<file path="src/verilog/cadp_pkg.sv">
// Constants, modes and bus bundles for the core address decode and paging block
package cadp_pkg;
    // ****************************************************
    // Register indices (byte address is four times these)
    // ****************************************************
    localparam logic [7:0] CADP_IDX_VIEW = 8'h1D;
    localparam logic [7:0] CADP_IDX_PAGE = 8'h30;
    localparam logic [7:0] CADP_IDX_CTRL = 8'h10;
    localparam logic [7:0] CADP_IDX_BASE = 8'h11;

    // ****************************************************
    // Field positions and reset values
    // ****************************************************
    localparam int CADP_VIEW_ROM_LSB = 6;
    localparam int CADP_VIEW_PAG_LSB = 0;
    localparam int CADP_CTRL_ROM_ON = 0;
    localparam int CADP_CTRL_UPPER = 1;
    localparam int CADP_CTRL_EE_ON = 2;
    localparam int CADP_CTRL_PE_EXT = 3;
    localparam int CADP_CTRL_PK_EXT = 4;
    localparam logic [4:0] CADP_CTRL_RESET = 5'h01;
    localparam int CADP_BASE_REG_LSB = 0;
    localparam int CADP_BASE_RAM_LSB = 8;
    localparam int CADP_BASE_EE_LSB = 16;
    localparam logic [5:0] CADP_REG_BASE_RESET = 6'h00;
    localparam logic [3:0] CADP_RAM_BASE_RESET = 4'h3;
    localparam logic [4:0] CADP_EE_BASE_RESET = 5'h01;
    localparam logic [5:0] CADP_PAGE_RESET_ANY = 6'h00;
    localparam logic [5:0] CADP_PAGE_RESET_SPECIAL = 6'h3C;

    // ****************************************************
    // Address map figures
    // ****************************************************
    localparam logic [1:0] CADP_WINDOW_QTR = 2'h2;
    localparam logic [1:0] CADP_TOP_QTR = 2'h3;
    localparam logic [1:0] CADP_LOW_QTR = 2'h0;
    localparam logic [7:0] CADP_DEBUG_PAGE = 8'hFF;
    localparam logic [5:0] CADP_PAGE_INT_00 = 6'h38;
    localparam logic [5:0] CADP_PAGE_INT_01 = 6'h30;
    localparam logic [5:0] CADP_PAGE_INT_10 = 6'h20;
    localparam logic [5:0] CADP_PAGE_INT_11 = 6'h00;
    localparam logic [9:0] CADP_OFF_PORTA = 10'h000;
    localparam logic [9:0] CADP_OFF_PORTB = 10'h001;
    localparam logic [9:0] CADP_OFF_DDRA = 10'h002;
    localparam logic [9:0] CADP_OFF_DDRB = 10'h003;
    localparam logic [9:0] CADP_OFF_PORTE = 10'h008;
    localparam logic [9:0] CADP_OFF_DDRE = 10'h009;
    localparam logic [9:0] CADP_OFF_PORTK = 10'h032;
    localparam logic [9:0] CADP_OFF_DDRK = 10'h033;
    localparam logic [9:0] CADP_OFF_PERIPH_END = 10'h010;

    // ****************************************************
    // Types
    // ****************************************************
    typedef enum logic [2:0] {
        CADP_MODE_SPEC_SINGLE = 3'h0,
        CADP_MODE_EMUL_NARROW = 3'h1,
        CADP_MODE_SPEC_TEST = 3'h2,
        CADP_MODE_EMUL_WIDE = 3'h3,
        CADP_MODE_NORM_SINGLE = 3'h4,
        CADP_MODE_NORM_NARROW = 3'h5,
        CADP_MODE_SPEC_PERIPH = 3'h6,
        CADP_MODE_NORM_WIDE = 3'h7
    } cadp_mode_t;

    typedef struct packed {
        logic valid;
        logic write;
        logic wide;
        logic [15:0] addr;
        logic [15:0] wdata;
    } cadp_req_t;

    typedef struct packed {
        logic debug;
        logic regs;
        logic ram;
        logic eeprom;
        logic flash;
        logic ext;
    } cadp_sel_t;

    typedef struct packed {
        logic [15:0] debug;
        logic [15:0] regs;
        logic [15:0] ram;
        logic [15:0] eeprom;
        logic [15:0] flash;
        logic [15:0] ext;
    } cadp_rdata_t;

    typedef struct packed {
        logic write;
        logic wide;
        logic [15:0] addr;
        logic [15:0] wdata;
        logic [5:0] page;
    } cadp_bus_t;
endpackage

</file>
<file path="src/verilog/cadp_core.sv">
// Core address decode, select priority, program paging and read data steering
//
// The AHB-Lite register port is this design's own decision.
`timescale 1ns/1ps
`default_nettype none

// Behaviour
// - Size view readable anytime, writes ignored
// - Flash size code: none, 32K, 48K, 64K
// - Paging code: 128K, 256K, 512K, 1M on-chip
// - Six page bits map 16K into 0x8000-0xBFFF
// - Page number is binary value 0-63
// - Page reset 0x00 any-mode or 0x3C special-only
// - Bus write next cycle; far write before end
// - Dedicated far path bypasses address bus
// - Mux read buses, steer outputs, swap bytes
// - Decode uses mode and mapping control registers
// - At most one select per access
// - Priority debug, regs, removed regs to external, RAM, EEPROM, flash, external
// - Overlap: only highest select, lower hidden
// - Expansion windows lowest priority
// - Two active-low chip selects: emulation, external
// - Expanded: unclaimed external, ports A/B removed
// - Port-E enable removes port E registers in expanded modes
// - Special peripheral removes first 16 registers
// - Emulation with port-K enable removes port K
// - Upper-half-only blocks lower fixed flash pages
// - External select only without emulation select
// - Window internal/external from page and partition
module cadp_core #(
    parameter bit PAGE_SPECIAL_ONLY = 1'b0
) (
    input wire logic clk_i,
    input wire logic nrst_i,
    input wire logic hsel_i,
    input wire logic [31:0] haddr_i,
    input wire logic [1:0] htrans_i,
    input wire logic hwrite_i,
    input wire logic [2:0] hsize_i,
    input wire logic [31:0] hwdata_i,
    input wire logic hready_i,
    output logic [31:0] hrdata_o,
    output logic hreadyout_o,
    output logic hresp_o,
    input wire logic [1:0] flash_size_switch_i,
    input wire logic [1:0] paging_partition_switch_i,
    input wire cadp_pkg::cadp_mode_t mode_i,
    input wire logic background_debug_i,
    input wire cadp_pkg::cadp_req_t cpu_req_i,
    input wire cadp_pkg::cadp_rdata_t core_rdata_i,
    output logic [15:0] cpu_rdata_o,
    output cadp_pkg::cadp_bus_t core_bus_o,
    output cadp_pkg::cadp_sel_t core_sel_o,
    output logic emulation_chip_select_n_o,
    output logic external_chip_select_n_o,
    input wire logic far_wr_i,
    input wire logic [5:0] far_wdata_i,
    output logic [5:0] far_rdata_o
);
    import cadp_pkg::*;

    // ****************************************************
    // Mode helpers
    // ****************************************************
    function automatic logic is_special(input cadp_mode_t m);
        return (m[2] == 1'b0) || (m == CADP_MODE_SPEC_PERIPH);
    endfunction

    function automatic logic is_emulation(input cadp_mode_t m);
        return (m == CADP_MODE_EMUL_NARROW) || (m == CADP_MODE_EMUL_WIDE);
    endfunction

    function automatic logic is_expanded(input cadp_mode_t m);
        return (m != CADP_MODE_SPEC_SINGLE) && (m != CADP_MODE_NORM_SINGLE)
            && (m != CADP_MODE_SPEC_PERIPH);
    endfunction

    // Window page on-chip when at or above the partition threshold
    function automatic logic page_internal(input logic [5:0] pg, input logic [1:0] sw);
        logic [5:0] lim;
        unique case (sw)
            2'b00: lim = CADP_PAGE_INT_00;
            2'b01: lim = CADP_PAGE_INT_01;
            2'b10: lim = CADP_PAGE_INT_10;
            2'b11: lim = CADP_PAGE_INT_11;
        endcase
        return pg >= lim;
    endfunction

    // ****************************************************
    // Registers
    // ****************************************************
    logic [5:0] page;
    logic [4:0] ctrl;
    logic [5:0] reg_base;
    logic [3:0] ram_base;
    logic [4:0] ee_base;
    logic ahb_wr_q;
    logic [7:0] ahb_idx_q;
    logic [7:0] view;

    wire logic ahb_take = hsel_i && htrans_i[1] && hready_i;
    wire logic [7:0] ahb_idx = haddr_i[9:2];
    wire logic page_wr_ok = !PAGE_SPECIAL_ONLY || is_special(mode_i);
    wire logic page_bus_wr = ahb_wr_q && (ahb_idx_q == CADP_IDX_PAGE) && page_wr_ok;

    assign hreadyout_o = 1'b1;
    assign hresp_o = 1'b0;
    assign far_rdata_o = page;

    // Switches read straight through, unused bits zero
    always_comb begin
        view = 8'h00;
        view[CADP_VIEW_ROM_LSB +: 2] = flash_size_switch_i;
        view[CADP_VIEW_PAG_LSB +: 2] = paging_partition_switch_i;
    end

    // Data phase bookkeeping for zero-wait transfers
    always_ff @(posedge clk_i or negedge nrst_i) begin
        if (!nrst_i) begin
            ahb_wr_q <= 1'b0;
            ahb_idx_q <= 8'h00;
        end else if (hready_i) begin
            ahb_wr_q <= ahb_take && hwrite_i;
            ahb_idx_q <= ahb_idx;
        end
    end

    // Far path wins a same-cycle clash so the instruction finishes on time
    always_ff @(posedge clk_i or negedge nrst_i) begin
        if (!nrst_i) begin
            page <= PAGE_SPECIAL_ONLY ? CADP_PAGE_RESET_SPECIAL : CADP_PAGE_RESET_ANY;
        end else if (far_wr_i) begin
            page <= far_wdata_i;
        end else if (page_bus_wr) begin
            page <= hwdata_i[5:0];
        end
    end

    always_ff @(posedge clk_i or negedge nrst_i) begin
        if (!nrst_i) begin
            ctrl <= CADP_CTRL_RESET;
        end else if (ahb_wr_q && ahb_idx_q == CADP_IDX_CTRL) begin
            ctrl <= hwdata_i[4:0];
        end
    end

    always_ff @(posedge clk_i or negedge nrst_i) begin
        if (!nrst_i) begin
            reg_base <= CADP_REG_BASE_RESET;
            ram_base <= CADP_RAM_BASE_RESET;
            ee_base <= CADP_EE_BASE_RESET;
        end else if (ahb_wr_q && ahb_idx_q == CADP_IDX_BASE) begin
            reg_base <= hwdata_i[CADP_BASE_REG_LSB +: 6];
            ram_base <= hwdata_i[CADP_BASE_RAM_LSB +: 4];
            ee_base <= hwdata_i[CADP_BASE_EE_LSB +: 5];
        end
    end

    // Read data launched in the address phase; a write still in its
    // data phase is forwarded so back-to-back write/read sees new data
    logic [31:0] next_hrdata;
    logic fwd;
    always_comb begin
        fwd = ahb_wr_q && (ahb_idx_q == ahb_idx);
        next_hrdata = 32'h0000_0000;
        unique case (ahb_idx)
            CADP_IDX_VIEW: next_hrdata[7:0] = view;
            CADP_IDX_PAGE: begin
                next_hrdata[5:0] = (fwd && page_wr_ok) ? hwdata_i[5:0] : page;
            end
            CADP_IDX_CTRL: next_hrdata[4:0] = fwd ? hwdata_i[4:0] : ctrl;
            CADP_IDX_BASE: begin
                if (fwd) begin
                    next_hrdata[CADP_BASE_REG_LSB +: 6] = hwdata_i[CADP_BASE_REG_LSB +: 6];
                    next_hrdata[CADP_BASE_RAM_LSB +: 4] = hwdata_i[CADP_BASE_RAM_LSB +: 4];
                    next_hrdata[CADP_BASE_EE_LSB +: 5] = hwdata_i[CADP_BASE_EE_LSB +: 5];
                end else begin
                    next_hrdata[CADP_BASE_REG_LSB +: 6] = reg_base;
                    next_hrdata[CADP_BASE_RAM_LSB +: 4] = ram_base;
                    next_hrdata[CADP_BASE_EE_LSB +: 5] = ee_base;
                end
            end
            default: next_hrdata = 32'h0000_0000;
        endcase
    end

    always_ff @(posedge clk_i or negedge nrst_i) begin
        if (!nrst_i) begin
            hrdata_o <= 32'h0000_0000;
        end else if (ahb_take && !hwrite_i) begin
            hrdata_o <= next_hrdata;
        end
    end

    // ****************************************************
    // Address decode
    // ****************************************************
    logic rom_on;
    logic upper_only;
    logic ee_on;
    logic pe_ext;
    logic pk_ext;
    logic [15:0] a;
    logic [9:0] off;
    logic in_reg;
    logic removed;
    logic flash_region;
    logic flash_int;
    logic emu_cs_hit;
    logic ext_cs_hit;
    cadp_sel_t sel;

    always_comb begin
        rom_on = ctrl[CADP_CTRL_ROM_ON];
        upper_only = ctrl[CADP_CTRL_UPPER];
        ee_on = ctrl[CADP_CTRL_EE_ON];
        pe_ext = ctrl[CADP_CTRL_PE_EXT];
        pk_ext = ctrl[CADP_CTRL_PK_EXT];
        a = cpu_req_i.addr;
        off = a[9:0];
        in_reg = (a[15:10] == reg_base);
        removed = 1'b0;
        if (is_expanded(mode_i)) begin
            removed = (off == CADP_OFF_PORTA) || (off == CADP_OFF_PORTB)
                || (off == CADP_OFF_DDRA) || (off == CADP_OFF_DDRB);
            if (pe_ext && (off == CADP_OFF_PORTE || off == CADP_OFF_DDRE)) begin
                removed = 1'b1;
            end
        end
        if (mode_i == CADP_MODE_SPEC_PERIPH && off < CADP_OFF_PERIPH_END) begin
            removed = 1'b1;
        end
        if (is_emulation(mode_i) && pk_ext
            && (off == CADP_OFF_PORTK || off == CADP_OFF_DDRK)) begin
            removed = 1'b1;
        end
        removed = removed && in_reg;
        unique case (a[15:14])
            CADP_TOP_QTR: flash_region = flash_size_switch_i != 2'b00;
            CADP_WINDOW_QTR: flash_region = flash_size_switch_i != 2'b00;
            CADP_LOW_QTR: flash_region = (flash_size_switch_i == 2'b11) && !upper_only;
            default: flash_region = flash_size_switch_i[1] && !upper_only;
        endcase
        // Window hits follow the page against the partition
        flash_int = rom_on && flash_region
            && (a[15:14] != CADP_WINDOW_QTR
                || page_internal(page, paging_partition_switch_i));
        sel = '0;
        // Strict if-else chain keeps the selects one-hot
        if (background_debug_i && a[15:8] == CADP_DEBUG_PAGE) begin
            sel.debug = 1'b1;
        end else if (in_reg && !removed) begin
            sel.regs = 1'b1;
        end else if (removed) begin
            sel.ext = 1'b1;
        end else if (a[15:12] == ram_base) begin
            sel.ram = 1'b1;
        end else if (ee_on && a[15:11] == ee_base) begin
            sel.eeprom = 1'b1;
        end else if (flash_int) begin
            sel.flash = 1'b1;
        end else if (is_expanded(mode_i)) begin
            sel.ext = 1'b1;
        end
        if (!cpu_req_i.valid) begin
            sel = '0;
        end
        emu_cs_hit = is_emulation(mode_i) && pk_ext && sel.flash;
        ext_cs_hit = pk_ext && !emu_cs_hit && sel.ext && !removed;
    end

    // ****************************************************
    // Output steering and read data return
    // ****************************************************
    always_ff @(posedge clk_i or negedge nrst_i) begin
        if (!nrst_i) begin
            core_sel_o <= '0;
            emulation_chip_select_n_o <= 1'b1;
            external_chip_select_n_o <= 1'b1;
        end else begin
            core_sel_o <= sel;
            emulation_chip_select_n_o <= !emu_cs_hit;
            external_chip_select_n_o <= !ext_cs_hit;
        end
    end

    always_ff @(posedge clk_i or negedge nrst_i) begin
        if (!nrst_i) begin
            core_bus_o <= '0;
        end else if (cpu_req_i.valid) begin
            core_bus_o.write <= cpu_req_i.write;
            core_bus_o.wide <= cpu_req_i.wide;
            core_bus_o.addr <= cpu_req_i.addr;
            core_bus_o.page <= page;
            // Byte writes ride on both lanes so either byte slot sees them
            core_bus_o.wdata <= cpu_req_i.wide ? cpu_req_i.wdata
                : {cpu_req_i.wdata[7:0], cpu_req_i.wdata[7:0]};
        end else begin
            core_bus_o.write <= 1'b0;
        end
    end

    logic [15:0] mux_rd;
    always_comb begin
        mux_rd = ({16{core_sel_o.debug}} & core_rdata_i.debug)
            | ({16{core_sel_o.regs}} & core_rdata_i.regs)
            | ({16{core_sel_o.ram}} & core_rdata_i.ram)
            | ({16{core_sel_o.eeprom}} & core_rdata_i.eeprom)
            | ({16{core_sel_o.flash}} & core_rdata_i.flash)
            | ({16{core_sel_o.ext}} & core_rdata_i.ext);
    end

    // Big-endian lanes: even byte on the high lane, returned low
    always_ff @(posedge clk_i or negedge nrst_i) begin
        if (!nrst_i) begin
            cpu_rdata_o <= 16'h0000;
        end else if (core_sel_o != '0 && !core_bus_o.write) begin
            if (core_bus_o.wide) begin
                cpu_rdata_o <= mux_rd;
            end else if (core_bus_o.addr[0]) begin
                cpu_rdata_o <= {8'h00, mux_rd[7:0]};
            end else begin
                cpu_rdata_o <= {8'h00, mux_rd[15:8]};
            end
        end
    end

    wire logic unused_ok = &{1'b0, hsize_i, haddr_i[31:10], haddr_i[1:0],
        hwdata_i[31:21], htrans_i[0]};
endmodule

`default_nettype wire

</file>
<file path="config.mk">
export PLATFORM = sky130hd
export DESIGN_NAME = cadp_core
export DESIGN_NICKNAME = d
export VERILOG_FILES = /design/src/verilog/cadp_pkg.sv /design/src/verilog/cadp_core.sv
export SDC_FILE = /design/constraint.sdc
export NUM_CORES = 1
export LEC_CHECK = 0
export BUFFER_PORTS_ARGS = -buffer_cell sky130_fd_sc_hd__buf_2
export CORE_AREA = 2 2 126 128
export CTS_CLUSTER_SIZE = 25
export DETAILED_ROUTE_END_ITERATION = 10
export DIE_AREA = 0 0 128 130
export GPL_TIMING_DRIVEN = 1
export HOLD_SLACK_MARGIN = 0.1
export PLACE_DENSITY = 0.77
export SYNTH_ARGS = -nofsm -noshare
export SYNTH_HDL_FRONTEND = slang
export SYNTH_SLANG_ARGS = --single-unit
</file>
<file path="constraint.sdc">
create_clock -name clk_i -period 4.1 [get_ports clk_i]
set_clock_uncertainty 0.15 [all_clocks]
set_input_delay 1.23 -clock clk_i [delete_from_list [all_inputs] [get_ports clk_i]]
set_output_delay 1.23 -clock clk_i [all_outputs]
set_load 0.02 [all_outputs]
</file>
==> flow_metrics.tcl, run 1 <==
set metrics [dict create \
    place_hpwl_mm 13.94 \
    ys_top_cells_by_area "dfrtp_1 45%, mux2_2 11%, a22oi_1 6.1%" \
    drv_slew 0 \
    drt_iter0_markers 423 \
    coreArea_um2 15420 \
    hold_path_depth 2 \
    critPathArrivalTime_ps 1560 \
    p_leak_uw 0.003854 \
    status "finished clean" \
    r2r-end "hrdata_o[11]" \
    ys_seq_area_frac 0.4762 \
    r2r-start "ahb_idx_q[6]" \
    hold_end "hrdata_o[7]" \
    pwr_density_cell_nw_per_um2 407.9 \
    cts_sinks 116 \
    synth_flop_cell "dfrtp_1" \
    fin_crit_ps 2935 \
    portBuffers 261 \
    setup_violations 0 \
    cts_buffers 17 \
    rsz0062_at_grt "false" \
    p_clk_frac 0.420 \
    grt_overflow_total 0 \
    viasPerCell 5.388 \
    p_sw_frac 0.2908 \
    layout-drive-gt1-share 0.4396 \
    vias 5587 \
    clockBufferDepth 2 \
    antenna_found_initial 1 \
    start_util 0.3962 \
    grt_pass1_wl_mm 27.66 \
    cp_max_fo 18 \
    dieHeight_um 130 \
    finalCritPeriodShare 0.7159 \
    combPwrFrac 0.176 \
    clock_latency_ps 410 \
    critical_path_buf_inv_count 1 \
    critical-path-top-delay-family "flip-flops" \
    fmax_mhz 340.7 \
    cts_tree "yes" \
    total_power_uw 3279 \
    slowest_delay_ps 850 \
    yosys.area.top_type "dfrtp_1" \
    maxCapViolations 0 \
    ff2ff_path_depth 6 \
    tns_ps 0 \
    rows 46 \
    die_x_um 128 \
    cts-htree-levels 4 \
    ant_nets 0 \
    tightest_slew_ps 825.7 \
    post-cts-setup-buffer-count 0 \
    hold_violations 0 \
    maxSlewHeadroom 0.4495 \
    startpoint_type "flip-flop" \
    synth_edf_count 0 \
    internal_power_uw 2325 \
    die_area_um2 16640 \
    synthDistinctLibCells 58 \
    ys_warn_count 0 \
    r2r_slack_ps 1790 \
    end_kind "output port" \
    cts-root-buf "clkbuf_16" \
    cts_hold_buffers 0 \
    syn_inst 584 \
    cts_resized 0 \
    path_cells "buf_2" \
    gp_congestion 0.9194 \
    synth_top_area_share 0.4505 \
    final_nets 1054 \
    min-delay-start "hrdata_o[7]" \
    worstSetupPathType "reg2out" \
    cts.reportedPaths.clkPinSlew_ps 50 \
    dr.pass1.iters 5 \
    crit_cells 1 \
    grt_max_degree 73 \
    post_drt_wl_per_cell_um 17.90 \
    slowest_stage "dfrtp_1" \
    track_usage 0.2187 \
    async_flop_share 1.000 \
    wl_mm 18.56 \
    synth_seq_cells 116 \
    vdd_drop_max_v 0.0002470 \
    grt_pass1_vias 5089 \
    pwr-share-seq 0.404 \
    io_pins 324 \
    power.switching_uw 953.6 \
    area_growth_pct 31.55 \
    syn_area_per_cell_um2 10.46 \
    hp-class "reg2reg" \
    required_ps 2720 \
    drc 0 \
    synthesis.area_um2 6111 \
]
## cells in the mapped netlist, drive strengths merged, types with 5 or more instances
| library cell | instances |
|---|---|
| dfrtp | 110 |
| nand4 | 10 |
| clkbuf | 31 |
| or3 | 5 |
| nand3 | 15 |
| inv | 7 |
| a31oi | 13 |
| a22oi | 50 |
| nand2 | 53 |
| a21oi | 25 |
| mux2 | 57 |
| dfstp | 6 |
| nor2 | 29 |
| and3 | 5 |
| buf | 25 |
| and2 | 5 |
| mux2i | 29 |
| o21ai | 35 |
| xnor2 | 19 |
## how the worst max path moves through the flow
stage                               end  slack (ps)                    startpoint
6_report                  core_sel_o[3]        1160                 core_sel_o[3]
5_1_grt                    hrdata_o[17]        1080                    haddr_i[8]
4_1_cts                   core_sel_o[3]        1130                 core_sel_o[3]
3_3_place_gp   external_chip_select_n_o         890  paging_partition_switch_i[1]
3_5_place_dp               hrdata_o[11]         860                    haddr_i[8]
2_1_floorplan  external_chip_select_n_o        1160  paging_partition_switch_i[1]
## sequential cells by signal (all words and copies together), names as in the netlist
register                   count
ram_base                       4
far_rdata_o                    6
ctrl                           5
ahb_wr_q                       1
ahb_idx_q                      8
hrdata_o                      17
core_sel_o                     6
emulation_chip_select_n_o      1
external_chip_select_n_o       1
reg_base                       6
core_bus_o                    40
cpu_rdata_o                   16
ee_base                        5
## placed cells by master, fill, tap and decap left out, types with 3 or more instances in the layout
| cell type | instances |
|---|---|
| clkinvlp_4 | 4 |
| nand2_1 | 53 |
| mux2_2 | 57 |
| clkinv_2 | 5 |
| o21ai_0 | 35 |
| dfstp_2 | 6 |
| buf_2 | 260 |
| and3_1 | 5 |
| o211ai_1 | 3 |
| buf_4 | 8 |
| clkinv_4 | 3 |
| ha_1 | 3 |
| nand3_1 | 15 |
| o31ai_1 | 3 |
| nor2_1 | 29 |
| a22oi_1 | 50 |
| dfrtp_1 | 110 |
| conb_1 | 17 |
| a31oi_1 | 13 |
| xor2_1 | 4 |
| and2_1 | 5 |
| mux2i_1 | 29 |
| nor4_1 | 3 |
| inv_1 | 7 |
| a21oi_1 | 25 |
| clkbuf_16 | 17 |
| xnor2_1 | 19 |
| or3_1 | 5 |
| nand4_1 | 9 |
## layout make-up
class	instances	area [µm²]
Fill cell	1408	7386
Multi-Input combinational cell	420	2924
Sequential cell	116	2910
Timing Repair Buffer	269	1381
Clock buffer	19	442.9
Tap cell	192	240.2
Clock inverter	13	111.4
Inverter	7	26.28
Antenna cell	1	2.502
## per-stage QoR
step / std cells / area [µm²] / util / hold WS, ps / setup WS [ps]
2_1_floorplan: 599 / 6167 / - / 343.6 / 1165
4_1_cts: 1036 / 8036 / 0.5210 / 324.1 / 1132
3_5_place_dp: 1004 / 7482 / 0.4851 / 311.5 / 860.1
6_report: 1037 / 8039 / 0.5212 / 321.5 / 1165
5_1_grt: 1037 / 8039 / 0.5212 / 349.7 / 1082
3_3_place_gp: 1004 / 7482 / 0.4851 / 297.6 / 887.1
## metal layers
layer | track usage | vias to the layer above | share of wire
li1 | - | 2614 | -
met1 | 0.2991 | 2690 | 0.43
met2 | 0.3413 | 250 | 0.48
met3 | 0.04797 | 33 | 0.069
met4 | 0.08597 | 0 | 0.021
met5 | 0 | - | 0
## power groups by stage
stage / sequential, µW / clock, µW / combinational, µW
3_3_place_gp: 1340 / 0 / 570
6_report: 1320 / 1380 / 577
2_1_floorplan: 1420 / 0 / 241
3_5_place_dp: 1340 / 0 / 579
4_1_cts: 1320 / 1410 / 581
5_1_grt: 1340 / 1470 / 630
## cell families (layout without fill, tap and decap cells)
| logic type | after synthesis | count (layout) | share of synthesized area |
|---|---|---|---|
| other | 2 | 18 | 0.001229 |
| XOR/XNOR | 23 | 23 | 0.03296 |
| AO/OA/AOI/OAI | 146 | 146 | 0.1562 |
| AND/OR/NAND/NOR | 145 | 145 | 0.1202 |
| flip-flops | 116 | 116 | 0.4762 |
| adder cells (fa/ha/maj) | 3 | 3 | 0.006143 |
| buffers and inverters | 63 | 308 | 0.05446 |
| multiplexers | 86 | 86 | 0.1525 |
No activity file was read; power rests on OpenSTA's default activity.
==> run 2: changes to the inputs <==
clock period = 3 ns   (was 4.1 ns; I/O delays follow)
==> flow_metrics.tcl, run 2 (synthesized netlist as in run 1, its figures left out) <==
set metrics [dict create \
    ff2ff_path_depth 7 \
    grt_overflow_total 0 \
    dr.pass1.iters 5 \
    viasPerCell 5.322 \
    track_usage 0.2215 \
    stdcell_count 1043 \
    start_util 0.3962 \
    critical-path-top-delay-family "flip-flops" \
    cts-htree-levels 4 \
    rsz0062_at_grt "false" \
    gp_congestion 0.9188 \
    pwr_density_cell_nw_per_um2 568.5 \
    cts-root-buf "clkbuf_16" \
    layout-drive-gt1-share 0.4447 \
    largest_reg_flops 40 \
    drc 0 \
    path_cells "buf_2" \
    slowest_stage "dfrtp_1" \
    area_growth_pct 33.19 \
    ant_nets 0 \
    p_leak_uw 0.003903 \
    hp-class "in2async" \
    cts_resized 0 \
    worstSetupPathType "reg2out" \
    cts_hold_buffers 0 \
    grt_max_degree 45 \
    finalCritPeriodShare 0.8671 \
    final_cell_mix "260 x buf_2, 110 x dfrtp_1, 57 x mux2_2" \
    final_common_cell "buf_2" \
    coreArea_um2 15420 \
    dpl_cell_area_um2 7540 \
    post-cts-setup-buffer-count 0 \
    startpoint_type "flip-flop" \
    final_nets 1060 \
    place_hpwl_mm 14.34 \
    critPathArrivalTime_ps 1550 \
    rows 46 \
    setup_violations 0 \
    vdd_drop_max_v 0.0004108 \
    r2r-end "external_chip_select_n_o" \
    whs_ps 299.2 \
    drt_iter0_markers 362 \
    cts_tree "yes" \
    dieHeight_um 130 \
    vias 5551 \
    r2r-start "far_rdata_o[3]" \
    tns_ps 0 \
    final_cell_area_um2 8139 \
    antenna_found_initial 1 \
    slowest_delay_ps 840 \
    end_kind "output port" \
    cts_sinks 116 \
    clockBufferDepth 2 \
    hold_violations 0 \
    status "finished clean" \
    top_regs "core_bus_o: 40 flops, hrdata_o: 17 flops, cpu_rdata_o: 16 flops" \
    drv_slew 0 \
    grt_pass1_wl_mm 27.93 \
    portBuffers 261 \
    fillers 1456 \
    maxSlewHeadroom 0.4840 \
    io_pins 324 \
    wl_mm 18.88 \
    clock_latency_ps 420 \
    required_ps 1950 \
    die_x_um 128 \
    maxCapViolations 0 \
    fin_crit_ps 2601 \
    cp_max_fo 18 \
    grt_pass1_vias 5199 \
    fmax_mhz 384.4 \
    die_area_um2 16640 \
    dp.cells 1010 \
    tightest_slew_ps 774.0 \
    post_drt_wl_per_cell_um 18.10 \
    regMostFlops "core_bus_o" \
    r2r_slack_ps 680 \
    cts.reportedPaths.clkPinSlew_ps 60 \
    critical_path_buf_inv_count 1 \
    cts_buffers 17 \
]
==> run 2: cell types whose count changed in the layout (fill, tap and decap cells not counted) <==
cell	change
buf_12	+1
buf_4	+5
bufinv_16	+1
clkbuf_1	-1
clkbuf_8	+2
clkinv_2	-2
clkinv_4	-1
clkinvlp_4	+1
==> run 2: how the worst max path moves through the flow <==
| stage | startpoint | end | cells past startpoint | slack (ps) |
|---|---|---|---|---|
| finish | core_sel_o[3] | core_sel_o[3] | 1 | 400 |
| floorplan | paging_partition_switch_i[1] | external_chip_select_n_o | 7 | 390 |
| detailed placement | paging_partition_switch_i[1] | external_chip_select_n_o | 8 | 100 |
| CTS | core_sel_o[2] | core_sel_o[2] | 1 | 390 |
| global placement | paging_partition_switch_i[1] | external_chip_select_n_o | 8 | 110 |
| global route | core_sel_o[3] | core_sel_o[3] | 1 | 350 |
==> run 2: report_power, final <==
group | switching [µW] | internal [µW] | leakage, µW | total, µW
Sequential | 105 | 1700 | 0.00143 | 1810
Combinational | 471 | 328 | 0.00219 | 799
Clock | 736 | 1280 | 0.000280 | 2020
Total | 1310 | 3320 | 0.00390 | 4630
==> run 2: final cells by class <==
cell class / instances / area [µm²] / area share
diodes: 1 / 2.502 / 0.0003075
clock buffers: 20 / 466.7 / 0.05734
clock inverters: 12 / 130.1 / 0.01599
inverters: 7 / 26.28 / 0.003228
multi-input cells: 420 / 2924 / 0.3593
flip-flops and latches: 116 / 2910 / 0.3576
well taps: 192 / 240.2 / 0.02952
repair buffers: 275 / 1439 / 0.1768
==> run 2: through the flow <==
step,power [µW],utilization,worst slack [ps]
after floorplan,2271,-,394.8
after global placement,2615,0.4888,114.9
after detailed placement,2636,0.4888,95.42
after CTS,4668,0.5275,387.6
after global routing,4833,0.5277,348.5
final,4627,0.5277,398.7
==> run 2: metal layers <==
| layer | GRT usage | wire, µm | up-vias |
|---|---|---|---|
| met3 | 0.05412 | 1390 | 28 |
| li1 | - | - | 2623 |
| met5 | 0 | 0 | - |
| met4 | 0.08662 | 383 | 0 |
| met1 | 0.2962 | 8127 | 2622 |
| met2 | 0.3498 | 8979 | 278 |
==> run 3: changes to the inputs <==
ABC_AREA = 1   (was default)
CORE_AREA = 2 2 125 127   (was 2 2 126 128)
DIE_AREA = 0 0 127 129   (was 0 0 128 130)
PLACE_DENSITY = 0.8   (was 0.77)
==> flow_metrics.tcl, run 3 <==
set metrics [dict create \
    tightest_slew_ps 771.1 \
    critical_path_buf_inv_count 1 \
    vias 6712 \
    pwr-share-seq 0.383 \
    cts_buffers 17 \
    yosys.area.top_type "dfrtp_1" \
    cts.reportedPaths.clkPinSlew_ps 50 \
    cp_max_fo 18 \
    r2r_slack_ps 730 \
    largest_reg_flops 40 \
    p_leak_uw 0.004669 \
    clock_latency_ps 410 \
    hp-class "in2async" \
    track_usage 0.2512 \
    internal_power_uw 3347 \
    cts_hold_buffers 0 \
    synth_edf_count 0 \
    tns_ps 0 \
    critPathArrivalTime_ps 1540 \
    clockBufferDepth 2 \
    multiInputGateArea_um2 2997 \
    p_sw_frac 0.3064 \
    portBuffers 261 \
    rows 45 \
    syn_inst 858 \
    pwr_density_cell_nw_per_um2 572.9 \
    top_regs "core_bus_o: 40 flops, hrdata_o: 17 flops, cpu_rdata_o: 16 flops" \
    combPwrFrac 0.197 \
    final_nets 1335 \
    whs_ps 296.2 \
    synth_top_area_share 0.4283 \
    worstSetupPathType "reg2out" \
    antenna_found_initial 3 \
    ys_top_cells_by_area "dfrtp_1 43%, nand2_1 20%, o21ai_0 4.4%" \
    ys_seq_area_frac 0.4529 \
    die_x_um 127 \
    grt_pass1_vias 6312 \
    post-cts-setup-buffer-count 0 \
    drt_iter0_markers 387 \
    critical-path-top-delay-family "flip-flops" \
    r2r-start "core_sel_o[1]" \
    synthDistinctLibCells 43 \
    synth_seq_cells 116 \
    post_drt_wl_per_cell_um 16.04 \
    p_clk_frac 0.420 \
    power.switching_uw 1478 \
    io_pins 324 \
    cts-htree-levels 4 \
    cts-root-buf "clkbuf_16" \
    dr.pass1.iters 5 \
    seqCellArea_um2 2910 \
    syn_area_per_cell_um2 7.490 \
    grt_pass1_wl_mm 31.84 \
    grt_overflow_total 0 \
    die_area_um2 16380 \
    async_flop_share 1.000 \
    ant_nets 0 \
    regMostFlops "core_bus_o" \
    setup_violations 0 \
    fmax_mhz 385.5 \
    dieHeight_um 129 \
    path_cells "buf_2" \
    drc 0 \
    wl_mm 21.10 \
    start_util 0.4291 \
    slowest_stage "dfrtp_1" \
    place_hpwl_mm 16.42 \
    cts_tree "yes" \
    cts_resized 0 \
    fillers 1420 \
    required_ps 1950 \
    synth_flop_cell "dfrtp_1" \
    coreArea_um2 14980 \
    status "finished clean" \
    slowest_delay_ps 830 \
    final_common_cell "nand2_1" \
    ff2ff_path_depth 6 \
    hold_violations 0 \
    synthesis.area_um2 6426 \
    vdd_drop_max_v 0.0003927 \
    startpoint "core_sel_o[5]" \
    drv_slew 0 \
    ys_warn_count 0 \
    layout-drive-gt1-share 0.3013 \
    viasPerCell 5.100 \
    total_power_uw 4825 \
    maxSlewHeadroom 0.4859 \
    yosysMostFrequentCell "nand2_1" \
    final_cell_mix "336 x nand2_1, 260 x buf_2, 110 x dfrtp_1" \
    netlist_top_cells_count "336 x nand2_1, 110 x dfrtp_1, 67 x inv_1, 57 x o21ai_0, 41 x nor2_1" \
    r2r-end "cpu_rdata_o[15]" \
    cts_sinks 116 \
    maxCapViolations 0 \
    startpoint_type "flip-flop" \
    area_growth_pct 31.06 \
    gp_congestion 0.9387 \
    end_kind "output port" \
    finalCritPeriodShare 0.8648 \
    rsz0062_at_grt "false" \
    fin_crit_ps 2594 \
    grt_max_degree 59 \
]
run 3: worst max-delay path by stage:
stage / endpoint / slack (ps) / cells past startpoint
2_1_floorplan: hrdata_o[3] / 890 / 12
3_3_place_gp: hrdata_o[0] / 500 / 10
3_5_place_dp: hrdata_o[0] / 480 / 10
4_1_cts: core_sel_o[1] / 420 / 1
5_1_grt: core_sel_o[5] / 330 / 1
6_report: core_sel_o[5] / 410 / 1
run 3: worst reg2reg max path, delay by kind of cell, from the launching register on:
| kind | cells | cell delay [ps] |
|---|---|---|
| AND/OR/NAND/NOR | 4 | 1010 |
| flip-flops | 1 | 660 |
| buffers and inverters | 1 | 180 |
| AO/OA/AOI/OAI | 1 | 130 |
run 3: cells by family (layout without fill, tap and decap cells):
group,Yosys count,after routing,share of synthesized area
xor+xnor,6,6,0.008178
buf+inv,126,378,0.08956
flops,116,116,0.4529
compound gates,136,136,0.1205
mux,6,6,0.01051
fa+ha+maj,3,3,0.005842
other cells,2,20,0.001169
simple gates,463,463,0.3113
run 3: cell type report:
cell class | count | area share
Clock inverter | 11 | 0.01471
Sequential cell | 116 | 0.3456
Inverter | 75 | 0.03343
Antenna cell | 3 | 0.0008914
Multi-Input combinational cell | 631 | 0.3558
Clock buffer | 21 | 0.05586
Tap cell | 188 | 0.02793
Timing Repair Buffer | 271 | 0.1658
run 3: power by group through the flow:
| stage | logic (µW) | clock network, µW | registers, µW |
|---|---|---|---|
| 4_1_cts | 954 | 2060 | 1840 |
| 2_1_floorplan | 409 | 0 | 1990 |
| 3_5_place_dp | 950 | 0 | 1870 |
| 5_1_grt | 1050 | 2130 | 1860 |
| 6_report | 950 | 2030 | 1850 |
| 3_3_place_gp | 934 | 0 | 1860 |
run 3: through the flow:
stage / setup slack (ps) / utilization / cells / cell area, µm²
5_1_grt: 334.6 / 0.5623 / 1316 / 8422
2_1_floorplan: 889.4 / - / 873 / 6482
6_report: 405.6 / 0.5623 / 1316 / 8422
3_3_place_gp: 498.5 / 0.5221 / 1281 / 7820
4_1_cts: 415.2 / 0.5618 / 1313 / 8414
3_5_place_dp: 475.0 / 0.5221 / 1281 / 7820
run 3: layer usage:
metal / share of wire / global-route usage / up-vias
li1: - / - / 3280
met1: 0.39 / 0.2877 / 3059
met2: 0.49 / 0.4399 / 318
met3: 0.082 / 0.06195 / 55
met4: 0.035 / 0.1261 / 0
met5: 0 / 0 / -
